--- src/rtl/utd_map.vh ---
// Field positions, reset word and register offsets for the descriptor word-0 unit
`ifndef UTD_MAP_VH
`define UTD_MAP_VH
`define UTD_EP0_BIT        31
`define UTD_MULT_HI        30
`define UTD_MULT_LO        29
`define UTD_MPL_HI         28
`define UTD_MPL_LO         18
`define UTD_TBC_HI         17
`define UTD_TBC_LO         3
`define UTD_VALID_BIT      0
`define UTD_RL_HI          28
`define UTD_RL_LO          25
`define UTD_DONE_HI        14
`define UTD_DONE_LO        0
`define UTD_OFF_DW0        12'h000
`define UTD_OFF_DW2        12'h004
`define UTD_OFF_DW3        12'h008
`define UTD_OFF_CTRL       12'h00C
`define UTD_OFF_STAT       12'h010
`define UTD_RST_WORD       32'h00000000
`endif

--- src/rtl/utd_word0.v ---
// Bulk descriptor word-0 decode, packet scheduler and isochronous byte count
// How it works
// - endpoint low bit is taken from descriptor bit 31
// - multiplier bits 30:29 give packets issued per descriptor execution
// - each packet is capped at max packet bytes from bits 28:18
// - byte count in bits 17:3 bounds total bytes moved
// - hardware clears valid when descriptor ends or fatal error occurs
// - isochronous bytes moved reported in fifteen-bit field of word three
// - zero reload makes the controller ignore the NAK retry count
module utd_word0 (
  input  wire        clock_i,
  input  wire        reset_i,
  input  wire        enable_i,
  input  wire        psel_i,
  input  wire        penable_i,
  input  wire        pwrite_i,
  input  wire [11:0] paddr_i,
  input  wire [31:0] pwdata_i,
  output reg  [31:0] prdata_o,
  output reg         pready_o,
  output reg         pslverr_o,
  input  wire        pkt_done_i,
  input  wire [10:0] pkt_bytes_i,
  input  wire        nak_i,
  input  wire        fatal_i,
  output reg         pkt_start_o,
  output reg  [10:0] pkt_len_o,
  output reg         endpoint_number_o,
  output reg         busy_o
);
`include "utd_map.vh"
  localparam ST_IDLE = 2'b00;
  localparam ST_ISSUE = 2'b01;
  localparam ST_WAIT = 2'b10;

  reg [31:0] word0;
  reg [31:0] word2;
  reg        iso_mode;
  reg [14:0] bytes_done_count;
  reg [14:0] remaining;
  reg [1:0]  pkts_left;
  reg [3:0]  nak_retry_count;
  reg        fatal_seen;
  reg [1:0]  state;
  reg [1:0]  next_state;
  reg [14:0] next_remaining;
  reg [31:0] next_rdata;
  reg        next_slverr;

  wire        access = psel_i & penable_i & pready_o;
  wire        wr = access & pwrite_i;
  // Setup cycle: read data and error are prepared for the access phase
  wire        setup = psel_i & ~pready_o;
  wire        hit_dw0 = (paddr_i == `UTD_OFF_DW0);
  wire        hit_dw2 = (paddr_i == `UTD_OFF_DW2);
  wire        hit_dw3 = (paddr_i == `UTD_OFF_DW3);
  wire        hit_ctrl = (paddr_i == `UTD_OFF_CTRL);
  wire        hit_stat = (paddr_i == `UTD_OFF_STAT);
  wire        hit_any = hit_dw0 | hit_dw2 | hit_dw3 | hit_ctrl | hit_stat;
  wire [10:0] max_packet_bytes = word0[`UTD_MPL_HI:`UTD_MPL_LO];
  wire [14:0] transfer_byte_count = word0[`UTD_TBC_HI:`UTD_TBC_LO];
  wire [3:0]  retry_reload = word2[`UTD_RL_HI:`UTD_RL_LO];
  wire [14:0] moved = {4'h0, pkt_bytes_i};
  wire        last_pkt = (moved >= remaining) || (pkts_left == 2'h1) || (pkt_bytes_i < max_packet_bytes);
  wire        nak_fatal = nak_i && (retry_reload != 4'h0) && (nak_retry_count == 4'h1);

  // byte count bounds transfer
  // The count is worked out ahead so a packet issued on the same edge sees the updated value
  always @*
  begin
    next_remaining = remaining;
    if (state == ST_IDLE)
      next_remaining = transfer_byte_count;
    else if (state == ST_WAIT && pkt_done_i)
    begin
      if (moved >= remaining)
        next_remaining = 15'h0000;
      else
        next_remaining = remaining - moved;
    end
  end

  wire [10:0] pkt_len = ({4'h0, max_packet_bytes} < next_remaining) ? max_packet_bytes : next_remaining[10:0];

  // Read data and error are registered, so they are chosen during setup
  always @*
  begin
    next_rdata = 32'h00000000;
    next_slverr = 1'b0;
    if (setup)
    begin
      // Unmapped offsets answer with an error, and a write there is dropped
      next_slverr = ~hit_any;
      if (~pwrite_i)
      begin
        case (paddr_i)
          `UTD_OFF_DW0:  next_rdata = {word0[31:3], 2'b00, word0[0]};
          `UTD_OFF_DW2:  next_rdata = word2;
          `UTD_OFF_DW3:  next_rdata = {17'h00000, bytes_done_count};
          `UTD_OFF_CTRL: next_rdata = {31'h00000000, iso_mode};
          `UTD_OFF_STAT: next_rdata = {28'h0000000, fatal_seen, state, busy_o};
          default:       next_rdata = 32'h00000000;
        endcase
      end
    end
  end

  always @*
  begin
    next_state = state;
    case (state)
      ST_IDLE:
        if (word0[`UTD_VALID_BIT] && transfer_byte_count != 15'h0000)
          next_state = ST_ISSUE;
      ST_ISSUE:
        // A fatal error ends the descriptor even before the packet is answered
        if (fatal_i)
          next_state = ST_IDLE;
        else
          next_state = ST_WAIT;
      ST_WAIT:
        if (fatal_i || nak_fatal || (pkt_done_i && last_pkt))
          next_state = ST_IDLE;
        else if (pkt_done_i || nak_i)
          next_state = ST_ISSUE;
      default:
        next_state = ST_IDLE;
    endcase
  end

  always @(posedge clock_i)
  begin
    if (reset_i)
    begin
      word0 <= `UTD_RST_WORD;
      word2 <= `UTD_RST_WORD;
      iso_mode <= 1'b0;
      bytes_done_count <= 15'h0000;
      remaining <= 15'h0000;
      pkts_left <= 2'h0;
      nak_retry_count <= 4'h0;
      fatal_seen <= 1'b0;
      state <= ST_IDLE;
      prdata_o <= 32'h00000000;
      pready_o <= 1'b0;
      pslverr_o <= 1'b0;
      pkt_start_o <= 1'b0;
      pkt_len_o <= 11'h000;
      endpoint_number_o <= 1'b0;
      busy_o <= 1'b0;
    end
    else if (enable_i)
    begin
      state <= next_state;
      remaining <= next_remaining;
      pready_o <= psel_i & ~pready_o;
      pslverr_o <= next_slverr;
      prdata_o <= next_rdata;
      pkt_start_o <= (next_state == ST_ISSUE);
      busy_o <= (next_state != ST_IDLE);
      endpoint_number_o <= word0[`UTD_EP0_BIT];
      if (state == ST_IDLE && next_state == ST_ISSUE)
      begin
        pkts_left <= word0[`UTD_MULT_HI:`UTD_MULT_LO];
        bytes_done_count <= 15'h0000;
        nak_retry_count <= retry_reload;
        fatal_seen <= 1'b0;
      end
      if (next_state == ST_ISSUE)
        pkt_len_o <= pkt_len;
      if (state == ST_WAIT && pkt_done_i)
      begin
        pkts_left <= pkts_left - 2'h1;
        bytes_done_count <= bytes_done_count + moved;
      end
      if (state == ST_WAIT && nak_i && nak_retry_count != 4'h0)
        nak_retry_count <= nak_retry_count - 4'h1;
      if ((state == ST_ISSUE && fatal_i) || (state == ST_WAIT && (fatal_i || nak_fatal)))
        fatal_seen <= 1'b1;
      if (wr && hit_dw2)
        word2 <= pwdata_i;
      // Mode bit is only stored; the isochronous path is outside this unit
      if (wr && hit_ctrl)
        iso_mode <= pwdata_i[0];
      if (wr && hit_dw0)
        word0 <= pwdata_i;
      // hardware clears valid on completion or fatal error, winning over a same-cycle write
      if (state != ST_IDLE && next_state == ST_IDLE)
        word0[`UTD_VALID_BIT] <= 1'b0;
    end
  end
endmodule // utd_word0

--- config.mk ---
export PLATFORM = sky130hd
export DESIGN_NAME = utd_word0
export DESIGN_NICKNAME = d
export VERILOG_FILES = /design/src/rtl/utd_word0.v
export VERILOG_INCLUDE_DIRS = /design/src /design/src/rtl
export SDC_FILE = /design/constraint.sdc
export NUM_CORES = 1
export LEC_CHECK = 0
export ABC_AREA = 1
export BUFFER_PORTS_ARGS = -buffer_cell sky130_fd_sc_hd__buf_2
export CORE_UTILIZATION = 25
export CTS_CLUSTER_SIZE = 10
export DETAILED_ROUTE_END_ITERATION = 8
export GPL_TIMING_DRIVEN = 1
export PLACE_DENSITY = 0.46
export SLEW_MARGIN = 20
export SYNTH_ARGS = -nofsm -noshare
export SYNTH_HDL_FRONTEND = slang
export SYNTH_SLANG_ARGS = --single-unit
export TNS_END_PERCENT = 5
--- constraint.sdc ---
create_clock -name clock_i -period 3.5 [get_ports clock_i]
set_input_delay 0.35 -clock clock_i [delete_from_list [all_inputs] [get_ports clock_i]]
set_output_delay 0.35 -clock clock_i [all_outputs]
set_load 0.02 [all_outputs]
==> reports/results.ini <==
[setup_path]
ff2ff_setup_slack_ns=0.35
rr_startpoint=remaining[6]$_SDFFE_PP0P_
critPathCapture=pkt_len_o[1]$_SDFFE_PP0P_
crit_path_start=remaining[6]$_SDFFE_PP0P_
worstSetupPathType=flip-flop to flip-flop
worstPathRequired_ns=3.83
rr_endpoint=pkt_len_o[1]$_SDFFE_PP0P_
crit_path_max_fanout=7
cp.arrival_ns=3.48
ff2ff_path_depth=21
crit_path_end_kind=flip-flop
cp-start-kind=flip-flop

[detailed_routing]
viasPerCell=4.679
final_antenna_net_count=0
dr_total_vias=8189
drt-initial-drc-count=527
drc=0
wl_per_cell_um=16.75
dr.pass1.iters=5
routed_wl_um=29320

[floorplan]
fp.dieArea_mm2=0.03359
initial_core_util_pct=25.31
fp-row-count=66
core_area_mm2=0.03245
chipWidth_um=183.3
die_h_um=183.3
io_pins=112

[grt]
grt_pass1_vias=7839
antenna_found_initial=1
grt_max_degree=65
grt_pass1_wl_um=45280
grt_overflow=0
grt_usage_pct=17.73

[cts]
cts_buffers=17
cts_tree=yes
clock_path_buffers=2
clock_sinks=150
path_clk_slew_ns=0.07
cts-root-buf=clkbuf_16
clock_latency_ns=0.45
h-tree-depth=4

[yosys]
syn-num-nets=1284
synthArstFlopShare_pct=0
post-synth-top-count-cell=nand2_1
synthDistinctLibCells=45
ys_ff_latch=150
synth-edff-count=0
synth.largest_area_cell=dfxtp_1
netlist_area_mm2=0.008215
synthTopCellsByCount=nand2_1 (220), a21oi_1 (169), dfxtp_1 (150)
syn_avg_cell_area_um2=7.010
synthCells=1172
ys_seq_area_share_pct=36.55
synth.area.top_cells=dfxtp_1 (37%), a21oi_1 (10%), nand2_1 (10%)
ys.flop_type=dfxtp_1
synth_top_cell_area_share_pct=36.55
yosysWarnings=0

[sta]
grt_setup_unrepaired=false
setup_viol=0
fmax_mhz=317.4
min_period_over_period_pct=90.02
skew_ns=0.01281
relSlewSlack_pct=30.03
period_minus_slack_ns=3.151
hold_viol=0
slew_viol_final=0
worst_pin_slew_ns=1.048

[pwr]
cellLeakagePower_nw=4.119
ir_drop_mv=0.3479
power_density_mw_per_mm2=381.0

[placed_design]
port_buffers=111
finalWeightedCongestion=0.9046
dp.cells=1718
hpwl_um=22740

[finish]
drive_above_1_share_pct=18.04
utilization_pct=31.30
syn_to_final_growth_pct=23.64
antenna_cells=0
n_fill_cell=3609
num-nets-final=1407
fin_cells=1750

[run_status]
status=completed

[hold_path]
min_path_type=input port to flip-flop

[flow_run]
drv_cap=0

how the worst min path moves through the flow:
stage,from,to,slack (ns),depth (start not counted)
after global routing,pwdata_i[11],word0[11]$_SDFFE_PP0P_,0.19,3
after CTS,pwdata_i[11],word0[11]$_SDFFE_PP0P_,0.17,3
after floorplan,word2[0]$_SDFFE_PP0P_,word2[0]$_SDFFE_PP0P_,0.42,2
after global placement,word2[16]$_SDFFE_PP0P_,word2[16]$_SDFFE_PP0P_,0.44,2
final,pwdata_i[11],word0[11]$_SDFFE_PP0P_,0.18,3
after detailed placement,word2[18]$_SDFFE_PP0P_,word2[18]$_SDFFE_PP0P_,0.44,2
critical path, cell delays in order (launching register included):
cell and delay (ns):
dfxtp_1 0.37, ha_4 0.32, nand2_1 0.09, nor2_1 0.11, nand2_1 0.07, nand2_2 0.07, nand2_2 0.07, nand2_2 0.09
nand3_2 0.11, buf_4 0.17, o21ai_2 0.14, o21ai_1 0.12, ha_1 0.32, a21oi_1 0.15, nor2_1 0.05, a211oi_1 0.16
nand2_1 0.12, nand2_4 0.11, buf_4 0.16, a21oi_2 0.05, nor2_1 0.12, nor2_1 0.04
cell families after synthesis:
group | count (synthesis) | share of synthesized area (%)
AND/OR/NAND/NOR | 382 | 19.94
adder cells (fa/ha/maj) | 48 | 7.493
AO/OA/AOI/OAI | 374 | 25.02
buffers and inverters | 205 | 9.610
flip-flops | 150 | 36.55
XOR/XNOR | 13 | 1.386
routing by layer:
layer | up-vias | part of all wire [%] | global-route usage [%]
li1 | 4193 | - | -
met1 | 3804 | 49 | 24.15
met2 | 169 | 47 | 29.11
met3 | 23 | 3.3 | 3.038
met4 | 0 | 1.2 | 3.867
met5 | - | 0 | 0
sequential cells by signal, summed over array words and instances, names as in the netlist, 2 cells and up:
| register | flops |
|---|---|
| bytes_done_count | 15 |
| nak_retry_count | 4 |
| pkt_len_o | 11 |
| word0 | 30 |
| prdata_o | 32 |
| pkts_left | 2 |
| remaining | 15 |
| state | 2 |
| word2 | 32 |
cells in the final DEF, fill, tap and decap left out, drive strengths merged:
master / n
nand4: 12
o211ai: 5
o21bai: 5
buf: 161
a22oi: 1
clkbuf: 18
nand3b: 2
a21boi: 4
nand3: 41
nand2: 228
dfxtp: 150
nor2: 72
ha: 46
clkinvlp: 1
fa: 2
a211oi: 3
inv: 155
or2: 3
and2: 1
o221ai: 11
clkinv: 6
o31ai: 1
a21oi: 181
xnor2: 6
a21o: 2
o21ai: 131
nor3: 15
a31oi: 6
o2111ai: 2
o22ai: 21
a221oi: 1
xor2: 7
nor4: 8
per-stage QoR:
stage	total power, mW	hold WS (ns)	area [um^2]	setup WS [ns]	setup TNS (ns)
2_1_floorplan	1.937	0.4245	8215	0.3771	0
3_3_place_gp	2.085	0.4370	9490	-0.09193	-0.6244
3_5_place_dp	2.083	0.4433	9490	-0.1404	-1.241
4_1_cts	3.891	0.1687	10050	0.08374	0
5_1_grt	4.027	0.1855	10160	0.005354	0
6_report	3.870	0.1779	10160	0.3494	0
power breakdown:
| part | total (mW) | internal (mW) | switching, mW |
|---|---|---|---|
| Combinational | 0.329 | 0.126 | 0.203 |
| Sequential | 1.73 | 1.72 | 0.0119 |
| Clock | 1.81 | 0.941 | 0.871 |
repair_timing:
action,4_1_cts,5_1_grt
resized for setup,1,16
setup endpoints to repair,2,11
buffers inserted,0,0
pin swaps,0,1
hold buffers,0,0
cell type report:
class / count / area (um^2) / area share, %
clock buffer: 18 / 429.2 / 4.225
clock inverter: 14 / 133.9 / 1.318
inverter: 148 / 555.5 / 5.469
multi-input combinational: 817 / 4527 / 44.57
sequential: 150 / 3003 / 29.56
tap: 442 / 553.0 / 5.445
timing repair buffer: 161 / 955.9 / 9.411
No activity file was read; power rests on OpenSTA's default activity.
